--- src/logic/dltc_defs.vh ---
// Register indices, field positions, reset values and counts of the dual timer/counter
`ifndef DLTC_DEFS_VH
`define DLTC_DEFS_VH

// ----------------------------------------------------------------------------
// Register indices (byte address on APB is four times the index)
// ----------------------------------------------------------------------------
`define DLTC_IDX_CTRL_FLAGS 8'h88
`define DLTC_IDX_MODE_SEL 8'h89
`define DLTC_IDX_T0_LOW 8'h8a
`define DLTC_IDX_T1_LOW 8'h8b
`define DLTC_IDX_T0_HIGH 8'h8c
`define DLTC_IDX_T1_HIGH 8'h8d
`define DLTC_IDX_CLK_DIV 8'h8e

// ----------------------------------------------------------------------------
// Field positions in timer_control_flags
// ----------------------------------------------------------------------------
`define DLTC_CF_T1_OVF 7
`define DLTC_CF_T1_RUN 6
`define DLTC_CF_T0_OVF 5
`define DLTC_CF_T0_RUN 4
`define DLTC_CF_PIN1_IRQ 3
`define DLTC_CF_PIN0_IRQ 1

// ----------------------------------------------------------------------------
// Field positions in timer_mode_select and the clock division register
// ----------------------------------------------------------------------------
`define DLTC_MS_T1_GATE 7
`define DLTC_MS_T1_SRC 6
`define DLTC_MS_T1_MODE_HI 5
`define DLTC_MS_T1_MODE_LO 4
`define DLTC_MS_T0_GATE 3
`define DLTC_MS_T0_SRC 2
`define DLTC_MS_T0_MODE_HI 1
`define DLTC_MS_T0_MODE_LO 0
`define DLTC_CD_T1_DIV4 4
`define DLTC_CD_T0_DIV4 3
`define DLTC_CD_MASK 8'h18

// ----------------------------------------------------------------------------
// Reset values
// ----------------------------------------------------------------------------
`define DLTC_RST_CTRL_FLAGS 8'h00
`define DLTC_RST_MODE_SEL 8'h00
`define DLTC_RST_COUNT 8'h00
`define DLTC_RST_CLK_DIV 8'h00

// ----------------------------------------------------------------------------
// Counting modes and timer clock division counts
// ----------------------------------------------------------------------------
`define DLTC_MODE_13BIT 2'h0
`define DLTC_MODE_16BIT 2'h1
`define DLTC_MODE_RELOAD 2'h2
`define DLTC_MODE_SPLIT 2'h3
`define DLTC_DIV_SLOW 4'hc
`define DLTC_DIV_FAST 4'h4

`endif

--- src/logic/dltc_top.v ---
// Dual timer/counter with APB register access
//
// Operation
// RQ1: Timer mode counts once per twelve clocks
// RQ2: Division bit picks divide by four or twelve
// RQ3: Counter mode counts external pin falling edges
// RQ4: Pins sampled every clock, edges from samples; code compares the previous sample with the live pin
// RQ5: Overflow flags read-only, cleared on entry
// RQ6: Rollover from all ones sets overflow flag
// RQ7: Run bits enable and stop counting
// RQ8: Pin interrupt flags cleared on routine entry
// RQ9: Gate bit lets gate pin qualify counting
// RQ10: Gated timer counts with run and pin high
// RQ11: Source bit picks external pin or internal
// RQ12: Mode zero is thirteen-bit prescaled counter
// RQ13: Mode one is sixteen-bit cascaded counter
// RQ14: Mode two reloads low byte from high
// RQ15: Mode three splits timer zero in two
// RQ16: Timer one mode three does not split
// RQ17: Software keeps timer one interrupt-free then
// RQ18: Two-bit mode field per timer
//
// Our own choice: the APB register port.
`timescale 1ns/1ns
`default_nettype none
`include "dltc_defs.vh"

module dltc_top (
	// Clock and reset
	input wire CORE_CLK,
	input wire NRST,
	// APB slave
	input wire PSEL,
	input wire PENABLE,
	input wire PWRITE,
	input wire [11:0] PADDR,
	input wire [31:0] PWDATA,
	input wire [3:0] PSTRB,
	output reg [31:0] PRDATA,
	output wire PREADY,
	output wire PSLVERR,
	// External count, gate and interrupt pins
	input wire TIMER0_EXT_PIN,
	input wire TIMER1_EXT_PIN,
	input wire TIMER0_GATE_PIN,
	input wire TIMER1_GATE_PIN,
	input wire EXT_PIN0_IRQ_N,
	input wire EXT_PIN1_IRQ_N,
	// Interrupt routine entry strobes from the CPU
	input wire ACK_TIMER0,
	input wire ACK_TIMER1,
	input wire ACK_EXT_PIN0,
	input wire ACK_EXT_PIN1,
	// Flag levels toward the interrupt controller
	output wire TIMER0_OVERFLOW_FLAG,
	output wire TIMER1_OVERFLOW_FLAG,
	output wire EXT_PIN0_IRQ_FLAG,
	output wire EXT_PIN1_IRQ_FLAG
);

	// ------------------------------------------------------------------------
	// Registers
	// ------------------------------------------------------------------------
	reg [7:0] ctrl_flags_ff; // timer_control_flags
	reg [7:0] mode_sel_ff; // timer_mode_select
	reg [7:0] clk_div_ff; // Clock division select bits
	reg [7:0] t0_low_ff; // timer0_low_byte
	reg [7:0] t0_high_ff; // timer0_high_byte
	reg [7:0] t1_low_ff; // timer1_low_byte
	reg [7:0] t1_high_ff; // timer1_high_byte
	reg [5:0] pin_smp_ff; // Previous samples of the six pins

	// ------------------------------------------------------------------------
	// Bus decode
	// ------------------------------------------------------------------------
	wire [9:0] idx; // Word index of the access
	wire hit_cf, hit_ms, hit_cd, hit_l0, hit_h0, hit_l1, hit_h1;
	wire hit_any; // Address is mapped
	wire wr_en; // Write takes effect this edge
	wire [7:0] wdat; // Low byte of write data
	reg [7:0] rd_byte; // Read mux result

	assign idx = PADDR[11:2];
	assign hit_cf = (idx == {2'h0, `DLTC_IDX_CTRL_FLAGS});
	assign hit_ms = (idx == {2'h0, `DLTC_IDX_MODE_SEL});
	assign hit_cd = (idx == {2'h0, `DLTC_IDX_CLK_DIV});
	assign hit_l0 = (idx == {2'h0, `DLTC_IDX_T0_LOW});
	assign hit_h0 = (idx == {2'h0, `DLTC_IDX_T0_HIGH});
	assign hit_l1 = (idx == {2'h0, `DLTC_IDX_T1_LOW});
	assign hit_h1 = (idx == {2'h0, `DLTC_IDX_T1_HIGH});
	assign hit_any = hit_cf | hit_ms | hit_cd | hit_l0 | hit_h0 | hit_l1 | hit_h1;
	assign PREADY = 1'b1;
	assign PSLVERR = PSEL & PENABLE & ~hit_any;
	assign wr_en = PSEL & PENABLE & PWRITE & PSTRB[0] & hit_any;
	assign wdat = PWDATA[7:0];

	// Read mux, unmapped reads as zero
	always @* begin
		case (1'b1)
			hit_cf: rd_byte = ctrl_flags_ff;
			hit_ms: rd_byte = mode_sel_ff;
			hit_cd: rd_byte = clk_div_ff & `DLTC_CD_MASK;
			hit_l0: rd_byte = t0_low_ff;
			hit_h0: rd_byte = t0_high_ff;
			hit_l1: rd_byte = t1_low_ff;
			hit_h1: rd_byte = t1_high_ff;
			default: rd_byte = 8'h00;
		endcase
	end

	// Read data captured in the setup cycle
	always @(posedge CORE_CLK) begin
		if (!NRST) begin
			PRDATA <= 32'h0;
		end else if (PSEL && !PENABLE && !PWRITE) begin
			PRDATA <= {24'h0, rd_byte};
		end
	end

	// ------------------------------------------------------------------------
	// Timer clock ticks
	// ------------------------------------------------------------------------
	wire tick0, tick1; // Divided timer clocks

	dltc_prescale u_pre0 (
		.clk(CORE_CLK),
		.nrst(NRST),
		.div4(clk_div_ff[`DLTC_CD_T0_DIV4]), // RQ2
		.tick(tick0) // RQ1
	);

	dltc_prescale u_pre1 (
		.clk(CORE_CLK),
		.nrst(NRST),
		.div4(clk_div_ff[`DLTC_CD_T1_DIV4]), // RQ2
		.tick(tick1) // RQ1
	);

	// ------------------------------------------------------------------------
	// Pin sampling and edge detection
	// ------------------------------------------------------------------------
	wire fall_t0, fall_t1, fall_x0, fall_x1; // Falling edges

	// Sample every pin once per clock
	always @(posedge CORE_CLK) begin
		if (!NRST) begin
			pin_smp_ff <= 6'h3f;
		end else begin
			pin_smp_ff <= {EXT_PIN1_IRQ_N, EXT_PIN0_IRQ_N, TIMER1_GATE_PIN, TIMER0_GATE_PIN,
				TIMER1_EXT_PIN, TIMER0_EXT_PIN}; // RQ4
		end
	end

	assign fall_t0 = pin_smp_ff[0] & ~TIMER0_EXT_PIN; // RQ3
	assign fall_t1 = pin_smp_ff[1] & ~TIMER1_EXT_PIN; // RQ3
	assign fall_x0 = pin_smp_ff[4] & ~EXT_PIN0_IRQ_N;
	assign fall_x1 = pin_smp_ff[5] & ~EXT_PIN1_IRQ_N;

	// ------------------------------------------------------------------------
	// Count qualification
	// ------------------------------------------------------------------------
	wire [1:0] mode0, mode1; // Mode fields
	wire run0, run1; // Run bits
	wire en0, en1; // Run and gate qualified
	wire inc0, inc1; // Count pulses
	wire split0; // Timer 0 in split mode
	wire inc_h0; // High byte pulse in split mode

	assign mode0 = mode_sel_ff[`DLTC_MS_T0_MODE_HI:`DLTC_MS_T0_MODE_LO]; // RQ18
	assign mode1 = mode_sel_ff[`DLTC_MS_T1_MODE_HI:`DLTC_MS_T1_MODE_LO]; // RQ18
	assign run0 = ctrl_flags_ff[`DLTC_CF_T0_RUN];
	assign run1 = ctrl_flags_ff[`DLTC_CF_T1_RUN];
	assign en0 = run0 & (~mode_sel_ff[`DLTC_MS_T0_GATE] | TIMER0_GATE_PIN); // RQ7 RQ9 RQ10
	assign en1 = run1 & (~mode_sel_ff[`DLTC_MS_T1_GATE] | TIMER1_GATE_PIN); // RQ7 RQ9 RQ10
	assign inc0 = en0 & (mode_sel_ff[`DLTC_MS_T0_SRC] ? fall_t0 : tick0); // RQ11
	assign inc1 = en1 & (mode_sel_ff[`DLTC_MS_T1_SRC] ? fall_t1 : tick1); // RQ11
	assign split0 = (mode0 == `DLTC_MODE_SPLIT);
	assign inc_h0 = run1 & tick0; // RQ15

	// ------------------------------------------------------------------------
	// One count step: returns {overflow, high, low}
	// ------------------------------------------------------------------------
	function [16:0] f_step;
		input [1:0] mode;
		input [7:0] lo;
		input [7:0] hi;
		reg [13:0] c13;
		reg [16:0] c16;
		begin
			c13 = {1'b0, hi, lo[4:0]} + 14'h1;
			c16 = {1'b0, hi, lo} + 17'h1;
			case (mode)
				`DLTC_MODE_13BIT: f_step = {c13[13], c13[12:5], lo[7:5], c13[4:0]}; // RQ12
				`DLTC_MODE_16BIT: f_step = c16; // RQ13
				`DLTC_MODE_RELOAD: begin
					if (lo == 8'hff) begin
						f_step = {1'b1, hi, hi}; // RQ14
					end else begin
						f_step = {1'b0, hi, lo + 8'h1};
					end
				end
				default: f_step = {1'b0, hi, lo}; // RQ16
			endcase
		end
	endfunction

	// ------------------------------------------------------------------------
	// Next counts and overflow events
	// ------------------------------------------------------------------------
	wire [16:0] st0, st1; // Step results
	wire [8:0] sl0, sh0; // Split mode byte sums
	reg [7:0] nxt_l0, nxt_h0, nxt_l1, nxt_h1; // Next count bytes
	reg ovf0, ovf1; // Overflow events for the flags

	assign st0 = f_step(mode0, t0_low_ff, t0_high_ff);
	assign st1 = f_step(mode1, t1_low_ff, t1_high_ff);
	assign sl0 = {1'b0, t0_low_ff} + 9'h1;
	assign sh0 = {1'b0, t0_high_ff} + 9'h1;

	// Timer 0 and timer 1 counting, bus writes take priority
	always @* begin
		nxt_l0 = t0_low_ff;
		nxt_h0 = t0_high_ff;
		nxt_l1 = t1_low_ff;
		nxt_h1 = t1_high_ff;
		ovf0 = 1'b0;
		ovf1 = 1'b0;
		if (split0) begin
			// Low byte on timer 0 controls, high byte on timer 1 run bit and timer 0 tick
			if (inc0) begin
				nxt_l0 = sl0[7:0];
				ovf0 = sl0[8]; // RQ15 RQ6
			end
			if (inc_h0) begin
				nxt_h0 = sh0[7:0];
				ovf1 = sh0[8]; // RQ15 RQ6
			end
		end else if (inc0) begin
			nxt_h0 = st0[15:8];
			nxt_l0 = st0[7:0];
			ovf0 = st0[16]; // RQ6
		end
		if (inc1) begin
			nxt_h1 = st1[15:8];
			nxt_l1 = st1[7:0];
			// Timer 1 flag is lent to timer 0 while it is split
			if (!split0) begin
				ovf1 = st1[16]; // RQ6 RQ17
			end
		end
		if (wr_en && hit_l0) begin
			nxt_l0 = wdat;
		end
		if (wr_en && hit_h0) begin
			nxt_h0 = wdat;
		end
		if (wr_en && hit_l1) begin
			nxt_l1 = wdat;
		end
		if (wr_en && hit_h1) begin
			nxt_h1 = wdat;
		end
	end

	// ------------------------------------------------------------------------
	// Control and flag register next value
	// ------------------------------------------------------------------------
	reg [7:0] nxt_cf; // Next timer_control_flags

	// Flags: set wins over clear; overflow flags ignore writes
	always @* begin
		nxt_cf = ctrl_flags_ff;
		if (wr_en && hit_cf) begin
			nxt_cf[`DLTC_CF_T1_RUN] = wdat[`DLTC_CF_T1_RUN]; // RQ7
			nxt_cf[`DLTC_CF_T0_RUN] = wdat[`DLTC_CF_T0_RUN]; // RQ7
			nxt_cf[`DLTC_CF_PIN1_IRQ] = wdat[`DLTC_CF_PIN1_IRQ];
			nxt_cf[`DLTC_CF_PIN0_IRQ] = wdat[`DLTC_CF_PIN0_IRQ];
		end
		if (ACK_TIMER1) begin
			nxt_cf[`DLTC_CF_T1_OVF] = 1'b0; // RQ5
		end
		if (ACK_TIMER0) begin
			nxt_cf[`DLTC_CF_T0_OVF] = 1'b0; // RQ5
		end
		if (ACK_EXT_PIN1) begin
			nxt_cf[`DLTC_CF_PIN1_IRQ] = 1'b0; // RQ8
		end
		if (ACK_EXT_PIN0) begin
			nxt_cf[`DLTC_CF_PIN0_IRQ] = 1'b0; // RQ8
		end
		if (ovf1) begin
			nxt_cf[`DLTC_CF_T1_OVF] = 1'b1; // RQ6
		end
		if (ovf0) begin
			nxt_cf[`DLTC_CF_T0_OVF] = 1'b1; // RQ6
		end
		if (fall_x1) begin
			nxt_cf[`DLTC_CF_PIN1_IRQ] = 1'b1;
		end
		if (fall_x0) begin
			nxt_cf[`DLTC_CF_PIN0_IRQ] = 1'b1;
		end
		nxt_cf[2] = 1'b0;
		nxt_cf[0] = 1'b0;
	end

	// ------------------------------------------------------------------------
	// Register update
	// ------------------------------------------------------------------------
	always @(posedge CORE_CLK) begin
		if (!NRST) begin
			ctrl_flags_ff <= `DLTC_RST_CTRL_FLAGS;
			mode_sel_ff <= `DLTC_RST_MODE_SEL;
			clk_div_ff <= `DLTC_RST_CLK_DIV;
			t0_low_ff <= `DLTC_RST_COUNT;
			t0_high_ff <= `DLTC_RST_COUNT;
			t1_low_ff <= `DLTC_RST_COUNT;
			t1_high_ff <= `DLTC_RST_COUNT;
		end else begin
			ctrl_flags_ff <= nxt_cf;
			t0_low_ff <= nxt_l0;
			t0_high_ff <= nxt_h0;
			t1_low_ff <= nxt_l1;
			t1_high_ff <= nxt_h1;
			// Mode written whole, division masked to its two select bits
			if (wr_en && hit_ms) begin
				mode_sel_ff <= wdat;
			end
			if (wr_en && hit_cd) begin
				clk_div_ff <= wdat & `DLTC_CD_MASK;
			end
		end
	end

	// Flag levels out
	assign TIMER0_OVERFLOW_FLAG = ctrl_flags_ff[`DLTC_CF_T0_OVF];
	assign TIMER1_OVERFLOW_FLAG = ctrl_flags_ff[`DLTC_CF_T1_OVF];
	assign EXT_PIN0_IRQ_FLAG = ctrl_flags_ff[`DLTC_CF_PIN0_IRQ];
	assign EXT_PIN1_IRQ_FLAG = ctrl_flags_ff[`DLTC_CF_PIN1_IRQ];

endmodule // dltc_top
`default_nettype wire

--- src/logic/dltc_prescale.v ---
// Timer clock divider: one tick every 12 or every 4 core clocks
`timescale 1ns/1ns
`default_nettype none
`include "dltc_defs.vh"

module dltc_prescale (
	// Clock and reset
	input wire clk,
	input wire nrst,
	// Division select, high picks the fast rate
	input wire div4,
	// One-cycle tick
	output wire tick
);

	reg [3:0] cnt_ff; // Cycles since last tick
	reg [3:0] nxt_cnt; // Next cycle count
	wire [3:0] limit; // Selected division factor

	assign limit = div4 ? `DLTC_DIV_FAST : `DLTC_DIV_SLOW;
	assign tick = (cnt_ff >= limit - 4'h1);

	// Next count wraps on the tick
	always @* begin
		if (tick) begin
			nxt_cnt = 4'h0;
		end else begin
			nxt_cnt = cnt_ff + 4'h1;
		end
	end

	// Free-running count register
	always @(posedge clk) begin
		if (!nrst) begin
			cnt_ff <= 4'h0;
		end else begin
			cnt_ff <= nxt_cnt;
		end
	end

endmodule // dltc_prescale
`default_nettype wire

--- config.mk ---
export PLATFORM = sky130hd
export DESIGN_NAME = dltc_top
export DESIGN_NICKNAME = d
export VERILOG_FILES = /design/src/logic/dltc_top.v /design/src/logic/dltc_prescale.v
export VERILOG_INCLUDE_DIRS = /design/src /design/src/logic
export SDC_FILE = /design/constraint.sdc
export NUM_CORES = 1
export LEC_CHECK = 0
export BUFFER_PORTS_ARGS = -buffer_cell sky130_fd_sc_hd__buf_2
export CELL_PAD_IN_SITES_DETAIL_PLACEMENT = 1
export CELL_PAD_IN_SITES_GLOBAL_PLACEMENT = 1
export CORE_MARGIN = 2
export CORE_UTILIZATION = 37
export CTS_BUF_LIST = sky130_fd_sc_hd__clkbuf_4
export CTS_CLUSTER_SIZE = 10
export DETAILED_ROUTE_END_ITERATION = 8
export GPL_TIMING_DRIVEN = 0
export MAX_ROUTING_LAYER = met4
export PLACE_DENSITY_LB_ADDON = 0.1
export REMOVE_ABC_BUFFERS = 1
export SETUP_SLACK_MARGIN = 0.05
export SLEW_MARGIN = 15
export SYNTH_ARGS = -nofsm -noshare
export SYNTH_HDL_FRONTEND = slang
export SYNTH_SLANG_ARGS = --single-unit
export TNS_END_PERCENT = 5
--- constraint.sdc ---
create_clock -name CORE_CLK -period 2.55 [get_ports CORE_CLK]
set_clock_uncertainty 0.2 [all_clocks]
set_input_delay 0 -clock CORE_CLK [delete_from_list [all_inputs] [get_ports CORE_CLK]]
set_output_delay 0 -clock CORE_CLK [all_outputs]
set_load 0.02 [all_outputs]
==> results of run 1 <==
-- metrics by stage --
stage	total power [mW]	util (%)	TNS (ns)	instances
detailed placement	1.31	39.2	-6.37	843
finish	2.02	45.6	0	919
global route	2.10	45.6	-0.0916	919
floorplan	1.21	-	0	621
global placement	1.31	39.1	-7.97	843
CTS	2.03	44.4	-0.0152	908
-- repair_timing --
| action | 4_1_cts | 5_1_grt |
|---|---|---|
| hold buffers | 49 | 3 |
| gates cloned | 0 | 0 |
| endpoints found under the hold margin | 67 | 7 |
| gates resized for setup | 23 | 13 |
| pin swaps | 1 | 2 |
| setup buffers | 0 | 8 |
| endpoints found under the setup margin | 26 | 39 |
-- cell families (layout without fill, tap and decap cells) --
family          after synthesis  in the layout
simple gates                248            248
buf+inv                      90            145
mux                          22             22
flops                        68             68
compound gates              206            206
other cells                   2             25
xor+xnor                     13             13
fa+ha+maj                    16             16
-- state kept, by name, summed over array words and instances, names as in the netlist --
signal         count
PRDATA             8
clk_div_ff         2
ctrl_flags_ff      6
mode_sel_ff        8
pin_smp_ff         4
t0_high_ff         8
t0_low_ff          8
t1_high_ff         8
t1_low_ff          8
u_pre0.cnt_ff      4
u_pre1.cnt_ff      4
-- power groups by stage --
stage	Combinational (mW)	Sequential (mW)	Clock, mW
after CTS	0.246	1.09	0.701
after detailed placement	0.201	1.11	0
after floorplan	0.0976	1.11	0
after global placement	0.196	1.11	0
final	0.259	1.09	0.673
after global routing	0.278	1.09	0.732
-- cells in the mapped netlist, drive strengths merged (13+ instances only) --
cell and number:
o21ai 47, nand3 37, nor3 20, clkbuf 39, buf 28, inv 22, nor2 47, a22oi 17
ha 16, o22ai 16, nand4 13, dfxtp 68, nand2b 14, a21oi 47, nand2 56, mux2i 22
a31oi 13
-- final timing paths --
check | endpoint | slack [ns] | depth (start not counted)
hold reg to reg | u_pre0.cnt_ff[0] | 0.26 | 1
setup reg to reg | t0_high_ff[5] | 0.06 | 7
setup / recovery | ctrl_flags_ff[3] | 0.06 | 8
hold / removal | t1_low_ff[3] | 0.001 | 6
-- worst min-delay path, stage by stage --
cell      delay [ns]
buf_2           0.09
inv_1           0.06
a221oi_2        0.09
nand3_2         0.16
nand2_1         0.07
a31oi_1         0.15
-- cell type report --
cell class	count	area, um^2	area share [%]
clock buffer	9	67.6	1.12
clock inverter	7	53.8	0.894
inverter	23	90.1	1.50
multi-input combinational	530	3410	56.7
sequential	68	1370	22.7
tap	176	220	3.66
timing repair buffer	106	811	13.5
-- layer usage --
metal / vias to the layer above / GRT usage, % / part of all wire [%]
li1: 2573 / - / -
met1: 2764 / 35.6 / 42
met2: 178 / 48.5 / 50
met3: 37 / 4.80 / 4.8
met4: 0 / 10.3 / 2.6
met5: - / - / 0
==> results.json, run 1 <==
{
  "power_switching_mw": 0.646,
  "netlist_area_um2": 4970,
  "pwr-share-comb_pct": 12.8,
  "cts_sinks": 68,
  "yosysSeqAreaShare_pct": 27.4,
  "p_seq_share_pct": 53.9,
  "final_common_cell": "dfxtp_1",
  "nFillCells": 1642,
  "dr_total_vias": 5552,
  "h-tree-depth": 3,
  "setup_slack_ns": 0.0585,
  "yosysWarnings": 0,
  "synthXorXnorAreaFrac_pct": 2.29,
  "area_growth_pct": 21.0,
  "synth.mux.area_fraction_pct": 4.43,
  "most-common-layout-cells": "dfxtp_1 (65), nand2_1 (55), dlygate4sd3_1 (52)",
  "grt_usage_pct": 29.1,
  "drt_first_pass_iters": 5,
  "synthSimpleGateAreaFrac_pct": 26.0,
  "synth-compound-area-share_pct": 27.0,
  "p_per_area_nw_per_um2": 336,
  "drt_iter0_drc": 379,
  "row_count": 42,
  "cts_tree": "built",
  "numCtsBuffers": 9,
  "die_w_um": 120,
  "path_cells": "dlygate4sd3_1, buf_2, nand4_1, dlygate4sd3_1, nor2_8, mux2i_1, o32ai_1, dlygate4sd3_1",
  "max_clock_freq_mhz": 401,
  "tightest_slew_ns": 1.18,
  "crit_arrival_ns": 2.64,
  "rsz0062_at_grt": "true",
  "r2r-start": "mode_sel_ff[1]",
  "fin_crit_sh_pct": 97.7,
  "antenna_found_initial": 0,
  "period_needed_ns": 2.49,
  "synth_cell_types": 66,
  "die_h_um": 120,
  "fin_nets": 817,
  "synthAdderAreaFrac_pct": 4.03,
  "end_kind": "flop",
  "ant_nets": 0,
  "synth_area_leaders": "dfxtp_1 (27%), a21oi_1 (4.7%), o21ai_0 (4.7%)",
  "outcome": "completed",
  "worst_path_largest_cell_delay_ns": 0.71,
  "setup.worst_path.start": "PENABLE",
  "crit_family": "buffers and inverters",
  "worstPathRequired_ns": 2.70,
  "yosys.area.top_type": "dfxtp_1",
  "finalHoldViolations": 0,
  "diodes": 0,
  "cp_max_fo": 4,
  "cpMostUsedCell": "dlygate4sd3_1",
  "critPathBufInv": 4,
  "synth_top_family_by_area": "compound AO/OA/AOI/OAI gates",
  "cap_violations": 0,
  "setup_viol": 0,
  "ys_ff_latch": 68,
  "p_clk_share_pct": 33.3,
  "io_buffers": 46,
  "synthFlopType": "dfxtp_1",
  "crit_slowest_cell": "dlygate4sd3_1",
  "drive_above_1_share_pct": 14.3,
  "switching_share_pct": 32.0,
  "first_global_vias": 5592,
  "whs_ns": 0.00105,
  "postPlaceCellArea_um2": 5170,
  "clkTransAtPathRegs_ns": 0.13,
  "async_reset_ff_share_pct": 0,
  "clock_latency_ns": 0.47,
  "grt_max_degree": 37,
  "wire_per_inst_um": 22.0,
  "criticalPathCategory": "input pin to flop",
  "clk_path_buf_depth": 2,
  "core_um2": 13200,
  "ios": 101,
  "cellLeakagePower_nw": 2.11,
  "min_path_type": "input pin to flop",
  "start_kind": "input pin",
  "final_cell_area_um2": 6020,
  "place_congestion": 0.918,
  "hpwl_um": 13600,
  "min_from": "TIMER1_GATE_PIN",
  "synth_cells": 665,
  "avgSynthCellArea_um2": 7.48,
  "ir_worst_vdd_mv": 0.225,
  "start_util_pct": 37.7,
  "slew_headroom_pct": 21.1,
  "die_area_um2": 14400,
  "synth_edf_count": 0,
  "gr-total-overflow": 0,
  "vias_per_cell": 6.04,
  "root_buffer": "clkbuf_4",
  "drc_errors": 0,
  "synth_top_cell_area_share_pct": 27.4,
  "routed_wl_um": 20200,
  "post-place-ws_ns": -0.792,
  "p_int_mw": 1.37,
  "grt_pass1_wl_um": 31600,
  "finalMaxSlewViolations": 0
}
Note: power is estimated with default switching activity, not from simulation.
==> inputs of run 2 (changes only) <==
CORE_ASPECT_RATIO = 1.4   (was not set)
==> run 2 against run 1 <==
Against the previous run: clock power grew 10%; clock-buffer cell count increased by 1; critical path depth fell by 1; the run now ends with negative hold slack left; register-to-register slack worse by 0.03 ns; highest routed layer unchanged; via count is 2.7% lower; final area is 2.8% lower; sequential share of layout area rose by 0.70 points; fmax decreased by 1.4%.
==> results.json, run 2 (synthesis gave the netlist of run 1 again) <==
{
  "die_area_um2": 14400,
  "period_needed_ns": 2.53,
  "wire_per_inst_um": 21.2,
  "path_cells": "ha_4, inv_4, nand2_1, o32ai_4, nand2_4, or4b_2, a31oi_1",
  "grt_max_degree": 37,
  "violations": "negative hold slack",
  "crit_family": "simple AND/OR/NAND/NOR gates",
  "final_common_cell": "dfxtp_1",
  "postPlaceCellArea_um2": 5180,
  "end_kind": "flop",
  "fin_crit_sh_pct": 99.0,
  "first_global_vias": 5470,
  "most-common-layout-cells": "dfxtp_1 (63), nand2_1 (55), a21oi_1 (47)",
  "antenna_found_initial": 1,
  "area_growth_pct": 17.6,
  "nFillCells": 1679,
  "place_congestion": 0.882,
  "finalMaxSlewViolations": 0,
  "slew_headroom_pct": 32.6,
  "utilization_pct": 44.1,
  "die_w_um": 102,
  "crit_slowest_cell": "or4b_2",
  "min_path_type": "input pin to flop",
  "fin_cells": 908,
  "critPathBufInv": 1,
  "start_util_pct": 37.5,
  "setup_viol": 0,
  "fin_nets": 799,
  "tightest_slew_ns": 1.01,
  "core_um2": 13300,
  "hpwl_um": 13800,
  "ant_nets": 0,
  "cp_max_fo": 17,
  "setup_tns_ns": 0,
  "drt_iter0_drc": 290,
  "post-place-ws_ns": -0.798,
  "worst_path_largest_cell_delay_ns": 0.65,
  "worstPathRequired_ns": 2.72,
  "ir_worst_vdd_mv": 0.200,
  "clk_path_buf_depth": 2,
  "cellLeakagePower_nw": 2.05,
  "gr-total-overflow": 0,
  "finalHoldViolations": 6,
  "grt_pass1_wl_um": 30200,
  "clock_latency_ns": 0.44,
  "drc_errors": 0,
  "rsz0062_at_grt": "true",
  "numCtsBuffers": 9,
  "cts_sinks": 68,
  "start_kind": "flop",
  "io_buffers": 46,
  "cap_violations": 0,
  "dr_total_vias": 5400,
  "vias_per_cell": 5.95,
  "drt_first_pass_iters": 5,
  "routed_wl_um": 19300,
  "ios": 101,
  "final_cell_area_um2": 5850,
  "fin_total_pwr_mw": 2.08,
  "max_clock_freq_mhz": 396,
  "h-tree-depth": 3,
  "root_buffer": "clkbuf_4",
  "drive_above_1_share_pct": 13.9,
  "clkTransAtPathRegs_ns": 0.12,
  "grt_usage_pct": 28.1,
  "row_count": 50,
  "p_per_area_nw_per_um2": 356,
  "setup_slack_ns": 0.0243,
  "die_h_um": 141,
  "criticalPathCategory": "flop to flop",
  "outcome": "complete, but fails checks",
  "placed_cells": 849,
  "whs_ns": -0.133,
  "crit_arrival_ns": 2.70,
  "cts_tree": "built"
}
## run 2: changes by cell type in the layout (fill, tap and decap cells not counted), moves of 3 or more
cell           delta
dlygate4sd3_1    -13
clkinv_4          -4
buf_4             -5
nor2_2            -3
## run 2: what timing repair did
action                                 CTS  global route
resized for setup                       17            16
setup endpoints to repair               27            26
buffers inserted                         0             3
endpoints found under the hold margin   65             7
hold buffers                            38             1
pin swaps                                2             1
## run 2: where the power goes
part / switching, mW / leakage (nW) / internal (mW)
Sequential: 0.00932 / 0.553 / 1.08
Combinational: 0.160 / 1.43 / 0.0905
Clock: 0.433 / 0.0728 / 0.309
Total: 0.602 / 2.05 / 1.48
## run 2: path summary, 6_finish.rpt
path                                         end  depth (start not counted)        startpoint  slack [ns]
worst min register to register  u_pre1.cnt_ff[0]                          1  u_pre1.cnt_ff[0]        0.26
worst max-delay path               t0_high_ff[5]                          7    mode_sel_ff[0]        0.02
worst min-delay path                t1_low_ff[3]                          3              NRST       -0.13
worst max register to register     t0_high_ff[5]                          7    mode_sel_ff[0]        0.02
## run 2: layout make-up
class	instances	area (um^2)	share of cell area [%]
multi-input cells	530	3380	57.7
flip-flops and latches	68	1370	23.4
repair buffers	88	643	11.0
well taps	182	228	3.90
inverters	23	90.1	1.54
clock buffers	10	75.1	1.28
clock inverters	6	63.8	1.09
diodes	1	2.50	0.0428
## run 2: per-layer routing
layer  part of all wire [%]  wire length [um]  vias up  global-route usage, %
li1                       -                 -     2541                      -
met1                     41              7900     2651                   33.8
met2                     51              9850      156                   46.5
met3                    3.8               728       52                   3.32
met4                    4.2               805        0                   12.8
met5                      0                 0        -                      -
## run 2: worst reg2reg max path: stages (launching register included)
cell and delay (ns):
dfxtp_1 0.40, ha_4 0.26, inv_4 0.16, nand2_1 0.12
o32ai_4 0.34, nand2_4 0.15, or4b_2 0.65, a31oi_1 0.18
==> inputs of run 3 (changes only) <==
CORE_UTILIZATION = 38   (was 37)
REMOVE_ABC_BUFFERS = not set   (was 1)
SYNTH_HIERARCHICAL = 1   (was not set)
==> run 3 against run 2 <==
Against the previous run: the run now ends clean; worst hold slack improved by 0.16 ns; register-to-register slack gained 0.06 ns; core utilization up 4.0 points; sequential power hardly changed; final area is 5.4% higher; critical endpoint is now ctrl_flags_ff[5]; highest routed layer unchanged; combinational power rose by 20%; cell count rose by 3.0%; area after synthesis up 0.28%; largest cell class unchanged; worst setup slack gained 0.056 ns; non-clock buffer count increased by 64.
==> results.json, run 3 <==
{
  "cap_violations": 0,
  "netlist_area_um2": 4990,
  "io_buffers": 45,
  "drt_first_pass_iters": 5,
  "rsz0062_at_grt": "true",
  "worstPathRequired_ns": 2.76,
  "ios": 101,
  "ir_worst_vdd_mv": 0.266,
  "ant_nets": 0,
  "root_buffer": "clkbuf_4",
  "synthSimpleGateAreaFrac_pct": 24.3,
  "start_util_pct": 38.9,
  "fin_nets": 855,
  "placed_cells": 875,
  "vias_per_cell": 5.90,
  "final_common_cell": "dfxtp_1",
  "synth_top_cell_area_share_pct": 27.3,
  "worst_path_largest_cell_delay_ns": 0.41,
  "grt_max_degree": 15,
  "synth_top_family_by_area": "compound AO/OA/AOI/OAI gates",
  "die_h_um": 140,
  "whs_ns": 0.0312,
  "start_kind": "flop",
  "synthFlopType": "dfxtp_1",
  "hpwl_um": 14700,
  "clkTransAtPathRegs_ns": 0.16,
  "fin_cells": 935,
  "criticalPathCategory": "flop to flop",
  "yosys.area.top_type": "dfxtp_1",
  "synth_commonest_cells": "dfxtp_1 (68), a21oi_1 (54), nand2_1 (51)",
  "synth_area_leaders": "dfxtp_1 (27%), a21oi_1 (5.4%), mux2i_1 (5.0%)",
  "setup_viol": 0,
  "die_area_um2": 14100,
  "routed_wl_um": 19700,
  "area_growth_pct": 23.6,
  "first_global_vias": 5687,
  "cellLeakagePower_nw": 2.41,
  "finalHoldViolations": 0,
  "crit_arrival_ns": 2.68,
  "ys_ff_latch": 68,
  "dr_total_vias": 5515,
  "cts_sinks": 68,
  "synth.mux.area_fraction_pct": 5.02,
  "clk_path_buf_depth": 2,
  "tightest_slew_ns": 0.759,
  "finalMaxSlewViolations": 0,
  "postPlaceCellArea_um2": 5490,
  "synth-compound-area-share_pct": 28.0,
  "avgSynthCellArea_um2": 7.62,
  "outcome": "completed",
  "synthAdderAreaFrac_pct": 4.02,
  "regArea_um2": 1370,
  "post-synth-top-count-cell": "dfxtp_1",
  "p_per_area_nw_per_um2": 358,
  "yosysWarnings": 6,
  "synth_cells": 654,
  "cts_tree": "built",
  "wire_per_inst_um": 21.1,
  "gr-total-overflow": 0,
  "fin_crit_sh_pct": 96.9,
  "row_count": 49,
  "die_w_um": 101,
  "yosysSeqAreaShare_pct": 27.3,
  "path_cells": "clkbuf_1, and3_1, nand3_1, or2_2, o32ai_1, a21oi_1, nor2_1",
  "final_cell_area_um2": 6160,
  "end_kind": "flop",
  "place_congestion": 0.938,
  "core_um2": 12800,
  "drive_above_1_share_pct": 18.4,
  "synth_edf_count": 0,
  "grt_usage_pct": 29.3,
  "crit_slowest_cell": "clkbuf_1",
  "synthXorXnorAreaFrac_pct": 2.46,
  "setup_tns_ns": 0,
  "nFillCells": 1646,
  "numCtsBuffers": 9,
  "async_reset_ff_share_pct": 0,
  "antenna_found_initial": 1,
  "multi_input_area_um2": 3350,
  "grt_pass1_wl_um": 30800,
  "cp_max_fo": 9,
  "most-common-layout-cells": "dfxtp_1 (65), a21oi_1 (54), buf_2 (53)",
  "period_needed_ns": 2.47,
  "drt_iter0_drc": 330,
  "min_path_type": "input pin to flop",
  "slew_headroom_pct": 49.4,
  "synth_cell_types": 68,
  "max_clock_freq_mhz": 405,
  "drc_errors": 0,
  "h-tree-depth": 3,
  "clock_latency_ns": 0.46
}
run 3: cell count changes in the layout (fill, tap and decap cells not counted), moves of 6 or more:
| cell | before | now |
|---|---|---|
| a21oi_1 | 47 | 54 |
| o221ai_1 | 1 | 7 |
| a22oi_1 | 17 | 8 |
| clkbuf_1 | 0 | 24 |
| nand4_1 | 13 | 6 |
| buf_4 | 3 | 30 |
| o211ai_1 | 4 | 11 |
| nand3_1 | 37 | 28 |
| buf_2 | 46 | 53 |
| nor3_1 | 20 | 6 |
| a31oi_1 | 13 | 21 |
run 3: layout make-up:
type | instances | area share, %
Antenna cell | 1 | 0.0406
Buffer | 62 | 5.56
Clock buffer | 9 | 1.10
Clock inverter | 7 | 1.34
Inverter | 25 | 1.52
Multi-Input combinational cell | 520 | 54.4
Sequential cell | 68 | 22.2
Tap cell | 153 | 3.11
Timing Repair Buffer | 90 | 10.8
run 3: timing repair:
item | CTS | global route
endpoints found under the setup margin | 21 | 26
hold buffers | 40 | 0
gates resized for setup | 12 | 24
pin swaps | 3 | 2
endpoints found under the hold margin | 68 | 0
buffers inserted | 5 | 0
run 3: final timing paths:
kind                            to  slack, ns              from  depth (start not counted)
setup / recovery  ctrl_flags_ff[5]       0.08     t0_high_ff[2]                          7
hold / removal    ctrl_flags_ff[5]       0.03   TIMER0_GATE_PIN                          5
setup reg to reg  ctrl_flags_ff[5]       0.08     t0_high_ff[2]                          7
hold reg to reg   u_pre1/cnt_ff[0]       0.26  u_pre1/cnt_ff[0]                          1
run 3: metal layers:
layer / share of wire [%] / GRT usage, % / up-vias
met5: 0 / - / -
met4: 3.7 / 12.5 / 0
met3: 3.9 / 3.31 / 47
met2: 52 / 50.2 / 164
met1: 41 / 34.0 / 2684
li1: - / - / 2620
run 3: per-stage QoR:
| step | power, mW | setup WS [ns] | util [%] |
|---|---|---|---|
| finish | 2.21 | 0.0801 | 48.1 |
| global route | 2.29 | -0.0732 | 48.1 |
| CTS | 2.21 | 0.0529 | 47.7 |
| detailed placement | 1.37 | -0.375 | 42.8 |
| global placement | 1.36 | -0.403 | 42.8 |
| floorplan | 1.27 | 0.267 | - |
run 3: logic make-up (layout without fill, tap and decap cells):
logic type / after synthesis / in the layout
AO/OA/AOI/OAI: 220 / 220
AND/OR/NAND/NOR: 220 / 220
buffers and inverters: 89 / 193
flip-flops: 68 / 68
multiplexers: 25 / 25
adder cells (fa/ha/maj): 16 / 16
XOR/XNOR: 14 / 14
other: 2 / 26
run 3: worst max-delay path: cells and delay by family (launching register included):
| family | cells | cell delay [ns] |
|---|---|---|
| and+or+nand+nor | 4 | 0.97 |
| AOI/OAI and AO/OA | 2 | 0.53 |
| DFF | 1 | 0.33 |
| buffers and inverters | 1 | 0.41 |
run 3: where the power goes:
part	switching (mW)	leakage [nW]	total, mW	internal (mW)
clock network	0.501	0.0755	0.816	0.315
registers	0.0113	0.553	1.09	1.08
logic	0.178	1.78	0.301	0.122
